==> config.mk <==
export PLATFORM = sky130hd
export DESIGN_NAME = upr_regs
export DESIGN_NICKNAME = d
export VERILOG_FILES = /design/src/verilog/upr_pkg.sv /design/src/verilog/upr_regs.sv
export SDC_FILE = /design/constraint.sdc
export NUM_CORES = 1
export LEC_CHECK = 0
export BUFFER_PORTS_ARGS = -buffer_cell sky130_fd_sc_hd__buf_2
export CORE_ASPECT_RATIO = 0.75
export CORE_MARGIN = 3
export CORE_UTILIZATION = 30
export CTS_CLUSTER_DIAMETER = 120
export DETAILED_ROUTE_END_ITERATION = 10
export PLACE_DENSITY = 0.58
export SYNTH_ARGS = -nofsm -noshare
export SYNTH_HDL_FRONTEND = slang
export SYNTH_SLANG_ARGS = --single-unit
==> constraint.sdc <==
create_clock -name clk -period 2.36 [get_ports clk]
set_clock_uncertainty 0.2 [all_clocks]
set_input_delay 0.472 -clock clk [delete_from_list [all_inputs] [get_ports clk]]
set_output_delay 0.472 -clock clk [all_outputs]
set_load 0.05 [all_outputs]
==> src/verilog/upr_pkg.sv <==
// Package for the USB power, frame, token and descriptor page register slice.
// Assumes a single 40 MHz clock and a simple strobe register port.
`default_nettype none
package upr_pkg;
    // **********************************************
    // Register offsets (byte addresses, word index = addr/4)
    // **********************************************
    localparam logic [7:0] UPR_OFF_POWER = 8'h00;
    localparam logic [7:0] UPR_OFF_FRAME = 8'h04;
    localparam logic [7:0] UPR_OFF_TOKEN = 8'h08;
    localparam logic [7:0] UPR_OFF_PAGE_MID = 8'h0c;
    localparam logic [7:0] UPR_OFF_PAGE_TOP = 8'h10;
    localparam logic [7:0] UPR_OFF_IRQ_STATUS = 8'h14;
    localparam logic [7:0] UPR_OFF_IRQ_MASK = 8'h18;
    // **********************************************
    // Field positions
    // **********************************************
    localparam int UPR_BIT_POWER = 0;
    localparam int UPR_BIT_SUSPEND = 1;
    localparam int UPR_BIT_BUSY = 3;
    localparam int UPR_BIT_GUARD = 4;
    localparam int UPR_BIT_PENDING = 7;
    localparam int UPR_IRQ_ACTIVITY = 0;
    localparam int UPR_IRQ_SOF = 1;
    localparam int UPR_IRQ_TOKEN = 2;
    localparam int UPR_IRQ_WIDTH = 3;
    localparam int UPR_ALIGN_BITS = 9;
    // **********************************************
    // Token codes and reset values
    // **********************************************
    localparam logic [3:0] UPR_PID_OUT = 4'h1;
    localparam logic [3:0] UPR_PID_IN = 4'h9;
    localparam logic [3:0] UPR_PID_SETUP = 4'hd;
    localparam logic [7:0] UPR_RESET_BYTE = 8'h00;
    localparam logic [2:0] UPR_RESET_FRAME = 3'h0;
    // Minimum time the core stays busy after power is dropped, in ns and in clock cycles
    localparam int UPR_SHUTDOWN_NS = 1000;
    localparam int UPR_CLK_NS = 25;
    localparam int UPR_SHUTDOWN_CYC = (UPR_SHUTDOWN_NS + UPR_CLK_NS - 1) / UPR_CLK_NS;

    typedef enum logic [1:0] {
        UPR_OFF = 2'b00,
        UPR_ON = 2'b01,
        UPR_DRAIN = 2'b10
    } upr_mode_type;

    typedef struct packed {
        logic [7:0] addr;
        logic [31:0] wdata;
        logic wr;
        logic rd;
    } upr_req_type;

    typedef struct packed {
        logic power;
        logic suspend;
        logic guard;
        logic [3:0] pid;
        logic [3:0] ep;
        logic [7:0] page_mid;
        logic [7:0] page_top;
        logic [2:0] frame;
        logic [UPR_IRQ_WIDTH-1:0] irq_status;
        logic [UPR_IRQ_WIDTH-1:0] irq_mask;
        upr_mode_type mode;
        logic [7:0] drain_cnt;
        logic [31:0] rdata;
        logic irq;
        logic token_go;
        logic clk48_en;
        logic xcvr_lowpower;
        logic pins_owned;
        logic sleep_block;
        logic [1:0] act_sync;
        logic [1:0] sof_sync;
        logic sof_seen;
    } upr_state_type;
endpackage
`default_nettype wire

==> src/verilog/upr_regs.sv <==
// USB power control, frame number high, token and descriptor page registers.
// Assumes bus activity and start-of-frame come from the USB clock domain as levels/toggles.
// What this block does
// - Power bit switches module on or off
// - Disabled: 48 MHz clock and token outputs inactive, pins released, analog off
// - Suspend gates 48 MHz clock, transceiver low power
// - Busy reads 1 when active or draining
// - Guard blocks sleep on activity or any set interrupt status bit
// - Pending flag shows undelivered activity interrupt
// - Upper frame bits captured at each SOF while powered
// - Token codes OUT 0001, IN 1001, SETUP 1101
// - Mid page gives base bits 23-16
// - Top page gives base bits 31-24
// - Table base is 512-byte aligned
// - Upper 24 register bits read zero
//
// Design decisions made here: the address-and-strobe port and the register addresses.
`default_nettype none
module upr_regs
    import upr_pkg::*;
#(
    parameter int SHUTDOWN_CYC = UPR_SHUTDOWN_CYC
)
(
    // Clock and reset
    input wire logic clk,
    input wire logic reset_n,
    // Register port
    input wire upr_pkg::upr_req_type req,
    output logic [31:0] rdata,
    // USB core side
    input wire logic bus_activity,
    input wire logic sof_toggle,
    input wire logic [2:0] sof_frame_upper,
    input wire logic [6:0] base_bits_15_9,
    input wire logic core_idle,
    output logic module_enable,
    output logic clk48_enable,
    output logic xcvr_lowpower,
    output logic pins_owned,
    output logic token_start,
    output logic [3:0] token_pid,
    output logic [3:0] token_ep,
    output logic [31:0] descriptor_base,
    // System
    output logic sleep_block,
    output logic irq
);
    import upr_pkg::*;

    upr_state_type s_q;
    upr_state_type s_d;
    logic [31:0] base_q;
    logic [7:0] token_q;
    logic suspend_cycle;
    logic busy;
    logic pending;
    logic act_level;
    logic sof_pulse;
    logic [UPR_IRQ_WIDTH-1:0] events;

    // **********************************************
    // Next state
    // **********************************************
    always_comb
    begin
        s_d = s_q;
        s_d.act_sync = {s_q.act_sync[0], bus_activity};
        s_d.sof_sync = {s_q.sof_sync[0], sof_toggle};
        act_level = s_q.act_sync[1];
        sof_pulse = s_q.sof_sync[1] ^ s_q.sof_seen;
        s_d.sof_seen = s_q.sof_sync[1];
        busy = (s_q.mode != UPR_OFF);
        pending = s_q.irq_status[UPR_IRQ_ACTIVITY] & ~s_q.irq_mask[UPR_IRQ_ACTIVITY];
        events = '0;
        s_d.token_go = 1'b0;
        if (sof_pulse && s_q.power)
        begin
            s_d.frame = sof_frame_upper;
            events[UPR_IRQ_SOF] = 1'b1;
        end
        if (act_level && s_q.power)
        begin
            events[UPR_IRQ_ACTIVITY] = 1'b1;
        end
        case (s_q.mode)
            UPR_OFF:
            begin
                s_d.drain_cnt = '0;
                if (s_q.power)
                begin
                    s_d.mode = UPR_ON;
                end
            end
            UPR_ON:
            begin
                if (!s_q.power)
                begin
                    s_d.mode = UPR_DRAIN;
                    s_d.drain_cnt = '0;
                end
            end
            UPR_DRAIN:
            begin
                if (s_q.power)
                begin
                    s_d.mode = UPR_ON;
                end
                else if (s_q.drain_cnt >= 8'(SHUTDOWN_CYC - 1) && core_idle)
                begin
                    s_d.mode = UPR_OFF;
                end
                else if (s_q.drain_cnt < 8'(SHUTDOWN_CYC - 1))
                begin
                    s_d.drain_cnt = s_q.drain_cnt + 8'h01;
                end
            end
            default:
            begin
                s_d.mode = UPR_OFF;
            end
        endcase
        s_d.rdata = '0;
        if (req.wr)
        begin
            case (req.addr)
                UPR_OFF_POWER:
                begin
                    s_d.power = req.wdata[UPR_BIT_POWER];
                    s_d.suspend = req.wdata[UPR_BIT_SUSPEND];
                    s_d.guard = req.wdata[UPR_BIT_GUARD];
                end
                UPR_OFF_TOKEN:
                begin
                    s_d.pid = req.wdata[7:4];
                    s_d.ep = req.wdata[3:0];
                    s_d.token_go = s_q.power;
                    events[UPR_IRQ_TOKEN] = s_q.power;
                end
                UPR_OFF_PAGE_MID:
                begin
                    s_d.page_mid = req.wdata[7:0];
                end
                UPR_OFF_PAGE_TOP:
                begin
                    s_d.page_top = req.wdata[7:0];
                end
                UPR_OFF_IRQ_MASK:
                begin
                    s_d.irq_mask = req.wdata[UPR_IRQ_WIDTH-1:0];
                end
                default:
                begin
                end
            endcase
        end
        // Write-one-to-clear; a new event in the same cycle wins
        if (req.wr && req.addr == UPR_OFF_IRQ_STATUS)
        begin
            s_d.irq_status = (s_q.irq_status & ~req.wdata[UPR_IRQ_WIDTH-1:0]) | events;
        end
        else
        begin
            s_d.irq_status = s_q.irq_status | events;
        end
        if (req.rd)
        begin
            case (req.addr)
                UPR_OFF_POWER:
                begin
                    s_d.rdata[UPR_BIT_POWER] = s_q.power;
                    s_d.rdata[UPR_BIT_SUSPEND] = s_q.suspend;
                    s_d.rdata[UPR_BIT_BUSY] = busy;
                    s_d.rdata[UPR_BIT_GUARD] = s_q.guard;
                    s_d.rdata[UPR_BIT_PENDING] = pending;
                end
                UPR_OFF_FRAME:
                begin
                    s_d.rdata[2:0] = s_q.frame;
                end
                UPR_OFF_TOKEN:
                begin
                    s_d.rdata[7:0] = {s_q.pid, s_q.ep};
                end
                UPR_OFF_PAGE_MID:
                begin
                    s_d.rdata[7:0] = s_q.page_mid;
                end
                UPR_OFF_PAGE_TOP:
                begin
                    s_d.rdata[7:0] = s_q.page_top;
                end
                UPR_OFF_IRQ_STATUS:
                begin
                    s_d.rdata[UPR_IRQ_WIDTH-1:0] = s_q.irq_status;
                end
                UPR_OFF_IRQ_MASK:
                begin
                    s_d.rdata[UPR_IRQ_WIDTH-1:0] = s_q.irq_mask;
                end
                default:
                begin
                end
            endcase
        end
        s_d.irq = |(s_d.irq_status & s_d.irq_mask);
        // Disabled module releases pins and holds clocks off
        s_d.pins_owned = s_d.power;
        s_d.clk48_en = s_d.power & ~s_d.suspend;
        s_d.xcvr_lowpower = ~s_d.power | s_d.suspend;
        s_d.sleep_block = s_d.guard & (act_level | (|s_d.irq_status));
    end

    // **********************************************
    // State register
    // **********************************************
    always_ff @(posedge clk or negedge reset_n)
    begin
        if (!reset_n)
        begin
            s_q <= '0;
            s_q.xcvr_lowpower <= 1'b1;
            base_q <= '0;
            token_q <= 8'h00;
        end
        else
        begin
            s_q <= s_d;
            // Low nine bits stay zero for alignment
            base_q <= {s_d.page_top, s_d.page_mid, base_bits_15_9, 9'h000};
            token_q <= s_d.power ? {s_d.pid, s_d.ep} : 8'h00;
        end
    end

    assign rdata = s_q.rdata;
    assign irq = s_q.irq;
    assign module_enable = s_q.power;
    assign clk48_enable = s_q.clk48_en;
    assign xcvr_lowpower = s_q.xcvr_lowpower;
    assign pins_owned = s_q.pins_owned;
    assign token_start = s_q.token_go;
    assign token_pid = token_q[7:4];
    assign token_ep = token_q[3:0];
    assign descriptor_base = base_q;
    assign sleep_block = s_q.sleep_block;

    // **********************************************
    // Assertions
    // **********************************************
    AST_POWER_OFF: assert property (@(posedge clk) disable iff (!reset_n)
        !module_enable |-> !pins_owned && !clk48_enable && xcvr_lowpower)
        else $error("Disabled module still drives");
    AST_SUSPEND: assert property (@(posedge clk) disable iff (!reset_n)
        suspend_cycle |-> !clk48_enable)
        else $error("Clock not gated in suspend");
    AST_ENABLE: assert property (@(posedge clk) disable iff (!reset_n)
        req.wr && req.addr == UPR_OFF_POWER && req.wdata[0] |=> module_enable)
        else $error("Power write ignored");
    AST_BUSY_ON: assert property (@(posedge clk) disable iff (!reset_n)
        module_enable |-> ##2 (s_q.mode != UPR_OFF) || !module_enable)
        else $error("Busy low while active");
    AST_GUARD: assert property (@(posedge clk) disable iff (!reset_n)
        sleep_block == (s_q.guard && (|s_q.irq_status || $past(s_q.act_sync[1]))))
        else $error("Sleep blocked without guard");
    AST_FRAME: assert property (@(posedge clk) disable iff (!reset_n)
        !$stable(s_q.frame) |-> $past(s_q.sof_sync[1] ^ s_q.sof_seen))
        else $error("Frame changed without SOF");
    AST_BASE_ALIGN: assert property (@(posedge clk) disable iff (!reset_n)
        descriptor_base[8:0] == 9'h000)
        else $error("Base not aligned");
    AST_PAGE: assert property (@(posedge clk) disable iff (!reset_n)
        req.wr && req.addr == UPR_OFF_PAGE_TOP |-> ##2 descriptor_base[31:24] == $past(req.wdata[7:0], 2))
        else $error("Top page not in base");
    AST_UPPER_ZERO: assert property (@(posedge clk) disable iff (!reset_n)
        rdata[31:8] == 24'h000000)
        else $error("Upper bits not zero");
    AST_PENDING: assert property (@(posedge clk) disable iff (!reset_n)
        req.rd && req.addr == UPR_OFF_POWER |=> rdata[7] == $past(pending))
        else $error("Pending flag wrong");
    AST_TOKEN_GO: assert property (@(posedge clk) disable iff (!reset_n)
        req.wr && req.addr == UPR_OFF_TOKEN && module_enable |=> token_start && token_pid == $past(req.wdata[7:4]) && token_ep == $past(req.wdata[3:0]))
        else $error("Token not launched");
    AST_TOKEN_IDLE: assert property (@(posedge clk) disable iff (!reset_n)
        !module_enable |=> !token_start)
        else $error("Token launched while off");
    AST_BUSY_READ: assert property (@(posedge clk) disable iff (!reset_n)
        req.rd && req.addr == UPR_OFF_POWER && module_enable && $past(module_enable) |=> rdata[3] && rdata[0])
        else $error("Busy not shown while on");
    AST_FRAME_CAPTURE: assert property (@(posedge clk) disable iff (!reset_n)
        module_enable && (s_q.sof_sync[1] != s_q.sof_seen) |=> s_q.frame == $past(sof_frame_upper))
        else $error("Frame not captured at SOF");
    AST_CLK_ON: assert property (@(posedge clk) disable iff (!reset_n)
        module_enable && !suspend_cycle |-> clk48_enable && !xcvr_lowpower)
        else $error("Clock off while running");
    AST_UNMAPPED: assert property (@(posedge clk) disable iff (!reset_n)
        req.rd && req.addr > UPR_OFF_IRQ_MASK |=> rdata == 32'h00000000)
        else $error("Unmapped read not zero");

    assign suspend_cycle = s_q.suspend;
endmodule
`default_nettype wire

Yosys cells after proc, flatten, opt, wreduce, memory -nomap -nowiden:

Index checks and enable logic that the tools add are counted.

* reductions and logical operators: 12
* add/subtract/negate cells: 1
* eq/ne operators: 14
* multiplexer cells: 28
* multipliers: 0
* div/mod/pow operators: 0
* $lt $le $gt $ge: 2
* bitwise logic cells: 14
* shift operators: 0

Operator list (number)
* 2-to-1 mux 8 bit: 8
* 2-to-1 mux 27 bit: 1
* == test 8 x 5 -> 1 bit (second input constant): 3
* case mux 8 bit (3 select lines): 1
* == test 8 x 4 -> 1 bit (second input constant): 2
* case mux 2 bit (7 select lines): 1
* 2-to-1 mux 3 bit: 4
* case mux 2 bit (3 select lines): 2
* 2-to-1 mux 10 bit: 1
* != test 2 bit (second input constant): 5
* adder 8 x 1 -> 8 bit (second input constant): 1
* == test 8 x 3 -> 1 bit (second input constant): 1
* >= comparator 8 x 6 -> 1 bit (second input constant): 1
* logical NOT 8 bit: 1
* less-than comparator 8 x 6 -> 1 bit (second input constant): 1
* case mux 2 bit (4 select lines): 1
* AND 3 bit: 2
* 2-to-1 mux 2 bit: 3
* OR 3 bit: 2
* case mux 1 bit (6 select lines): 1
* OR reduction 3 bit: 2
* AND reduction 5 bit: 1
* logical AND 1 bit: 4
* 2-to-1 mux 1 bit: 4
* other kinds (13): 18

* word-level logic and storage cells: 94
* latch bits: 0
* bits in read-only memories: 0
* register bits: 95
* memories: 0
* memory bits (writable): 0

Logic depth before layout (Yosys ltp):

* word-level depth: 8
* depth in mapped cells: 7
* mapped depth without buffers: 6

Least setup slack after synthesis:

OpenSTA, ideal clock, no wires.

* kind: input to register
* from: input req[34] in the netlist's numbering
* to: register s_q, in the netlist irq
* path buffers: 1
* arrival time: 2.010 ns
* path slack: 0.016 ns
* stages: 6
* path through: or4_4 > buf_6 > nor3_1 > mux2_2 > o21ai_0 > o211ai_1

RTL lines
* from (decl): RTL line upr_regs.sv:29 `input wire upr_pkg::upr_req_type req,`
* to (decl): RTL line upr_regs.sv:51 `upr_state_type s_q;`

Worst setup path in the final report:

* from: input req[34] in the netlist's numbering
* to: register token_q[4]

* longest elaborated chain between the ends: 4
* elaborated cells between the ends (all ways): 6
* classes of those cells: eq/ne (1); mux (4); reduce/logical (1)

RTL lines
* == test 8 x 4 -> 1 bit or logical NOT 8 bit (tied branches): RTL line upr_regs.sv:126 `case (req.addr)`
* 2-to-1 mux 8 bit or 2-to-1 mux 3 bit (tied branches): RTL line upr_regs.sv:126
* 2-to-1 mux 27 bit (*): RTL line upr_regs.sv:124 `if (req.wr)`
* 2-to-1 mux 8 bit (*): RTL line upr_regs.sv:231 `token_q <= s_d.power ? {s_d.pid, s_d.ep} : 8'h00;`
* to (signal assigned): RTL line upr_regs.sv:231
* to (decl): RTL line upr_regs.sv:54 `logic [7:0] token_q;`

Every way passes the cells marked *; elsewhere a longest branch is shown, timed or not.
A chain may end at the register's enable or synchronous reset.

==> flow_metrics.tcl <==
set metrics [dict create \
    grt_pass1_wl_mm 12.9 \
    die_w_um 134 \
    synth_compound_area_share_pct 7.32 \
    diodes 0 \
    p_leak_nw 2.35 \
    viasPerCell 4.34 \
    post-cts-setup-buffer-count 0 \
    ff_latch_area_um2 1980 \
    cts_sinks 79 \
    totalWireLength_mm 8.24 \
    hold_start "base_bits_15_9[6]" \
    setup_viol 0 \
    fmax_mhz 459 \
    portBuffers 78 \
    min_to "descriptor_base[15]" \
    clock_latency_ns 0.33 \
    synth_xor_area_share_pct 0.945 \
    pre_cts_ws_ns -0.142 \
    final_cell_mix "78 x dfrtp_1, 77 x buf_2, 33 x conb_1" \
    post_cts_resized 0 \
    wl_per_cell_um 14.8 \
    cts_buffers 9 \
    synth.avg_cell_area_um2 11.6 \
    drt_iter0_drc 175 \
    io_pins 136 \
    multi_input_area_um2 1290 \
    fin_util_pct 37.2 \
    cts_buffer_depth 2 \
    fin_crit_ns 2.18 \
    muxShareOfSynthArea_pct 12.4 \
    reg2reg_to "s_q[46]" \
    synth.ff_latch_count 79 \
    cp_max_fo 6 \
    gp_congestion 0.877 \
    dp_cells 542 \
    antenna_found_initial 0 \
    crit_path_end_kind "flop" \
    cellPowerDensity_nw_per_um2 771 \
    via_count 2415 \
    async_reset_ff_share_pct 100 \
    firstDrtPassIters 4 \
    first_global_vias 2359 \
    coreArea_um2 11800 \
    synthCells 320 \
    synth-edff-count 0 \
    netlist_area_um2 3710 \
    yosysWarnings 0 \
    reg2reg_slack_ns 0.24 \
    ys_seq_area_share_pct 53.3 \
    rsz0062_at_grt "no" \
    min_path_type "input port to flop" \
    period_share_pct 92.3 \
    cts-root-buf "clkbuf_16" \
    syn_to_final_growth_pct 18.5 \
    timing.final.hold_violations 0 \
    start_util_pct 31.4 \
    setup_ws_ns 0.183 \
    cts_tree "built" \
    peakVddDrop_v 0.000397 \
    finalPower_w 0.00339 \
    crit_path_start_kind "input port" \
    synth_top_family_by_area "buffers and inverters" \
    htreeDepth 3 \
    grt-ovfl-total 0 \
    drc 0 \
    track_usage_pct 12.3 \
    setup.worst_path.class "input port to flop" \
    slew_violations 0 \
    dp_hpwl_mm 6.29 \
    drv_cap 0 \
    synth_top_area_share_pct 52.6 \
    status "finished clean" \
    die_h_um 102 \
    yosys_most_used_dff "dfrtp_1" \
    die-area_um2 13700 \
    grt_max_degree 35 \
    reg2reg_from "s_q[43]" \
    fin_cells 557 \
    clk_transition_reported_paths_ns 0.06 \
    antenna_left 0 \
    finalNetCount 450 \
    yosys-top-cells-area "dfrtp_1 53%, buf_4 12%, mux2_2 8.5%" \
    synth-simple-area-share_pct 10.6 \
    ys_types 45 \
    floorplan.rows 34 \
    hold_path_depth 1 \
    finalSetupTns_ns 0 \
    required_ns 2.37 \
    synth_top_area_cell "dfrtp_1" \
    cp.arrival_ns 2.19 \
    cts_hold_buf 1 \
    drive_above_1_share_pct 37.5 \
    final_common_cell "dfrtp_1" \
    synthAdderAreaFrac_pct 0.337 \
    num-fill-cells 1215 \
    ff2ff_path_depth 6 \
]
[kinds of logic after synthesis]
group,Yosys count
compound gates,38
xor+xnor,4
fa+ha+maj,1
buf+inv,86
flops,79
mux,42
other cells,1
simple gates,69
[metal layers]
| metal | global-route usage (%) | share of wire, % | wire, µm |
|---|---|---|---|
| met1 | 17.6 | 48 | 3930 |
| met2 | 17.4 | 42 | 3490 |
| met3 | 5.31 | 9.5 | 783 |
| met4 | 2.35 | 0.55 | 45 |
| met5 | 0 | 0 | 0 |
[through the flow]
| step | area [µm²] | hold slack (ns) |
|---|---|---|
| floorplan | 3830 | -0.0236 |
| global placement | 4100 | 0.135 |
| detailed placement | 4100 | 0.145 |
| CTS | 4390 | 0.0291 |
| global route | 4390 | 0.0250 |
| finish | 4390 | 0.0392 |
[how the worst max path moves through the flow]
stage,from,end,slack [ns],depth (start not counted)
after global placement,req[34],sleep_block,-0.14,7
after global routing,req[34],sleep_block,0.1,7
final,req[34],token_q[4],0.18,7
after detailed placement,req[34],sleep_block,-0.14,7
after CTS,req[34],sleep_block,0.21,7
after floorplan,req[34],irq,0.02,6
[area by class of cell]
cell class              count  area share (%)
multi-input cells         187            29.5
inverters                  16            1.37
flip-flops and latches     79            45.0
clock inverters             1           0.683
clock buffers              13            5.69
well taps                 162            4.61
repair buffers             99            13.2
[power breakdown]
part,internal [W],total [W],switching (W)
combinational,0.000155,0.000534,0.000379
clock,0.000837,0.00134,0.000502
sequential,0.00144,0.00152,0.0000726
[synth_stat cells, types with 6 or more instances]
library cell / number
buf_4: 58
clkbuf_1: 10
dfrtp_1: 78
inv_1: 16
mux2_2: 28
mux2i_1: 13
nand3_1: 6
nor2_1: 25
nor2b_1: 7
nor3_1: 6
o21ai_0: 7
[state kept, by name (all words and copies together) (netlist names)]
| name | cells |
|---|---|
| act_level | 1 |
| clk48_enable | 1 |
| descriptor_base | 9 |
| irq | 1 |
| pins_owned | 1 |
| rdata | 8 |
| s_d | 3 |
| s_q | 43 |
| sleep_block | 1 |
| suspend_cycle | 1 |
| token_q | 8 |
| token_start | 1 |
| xcvr_lowpower | 1 |
[worst max-delay path, stage by stage]
cell     delay [ns]
buf_2          0.11
or4_4          0.60
nor4_4         0.27
nand2_2        0.14
mux2i_2        0.31
buf_4          0.22
nor2_1         0.06
Note: power is estimated with default switching activity, not from simulation.
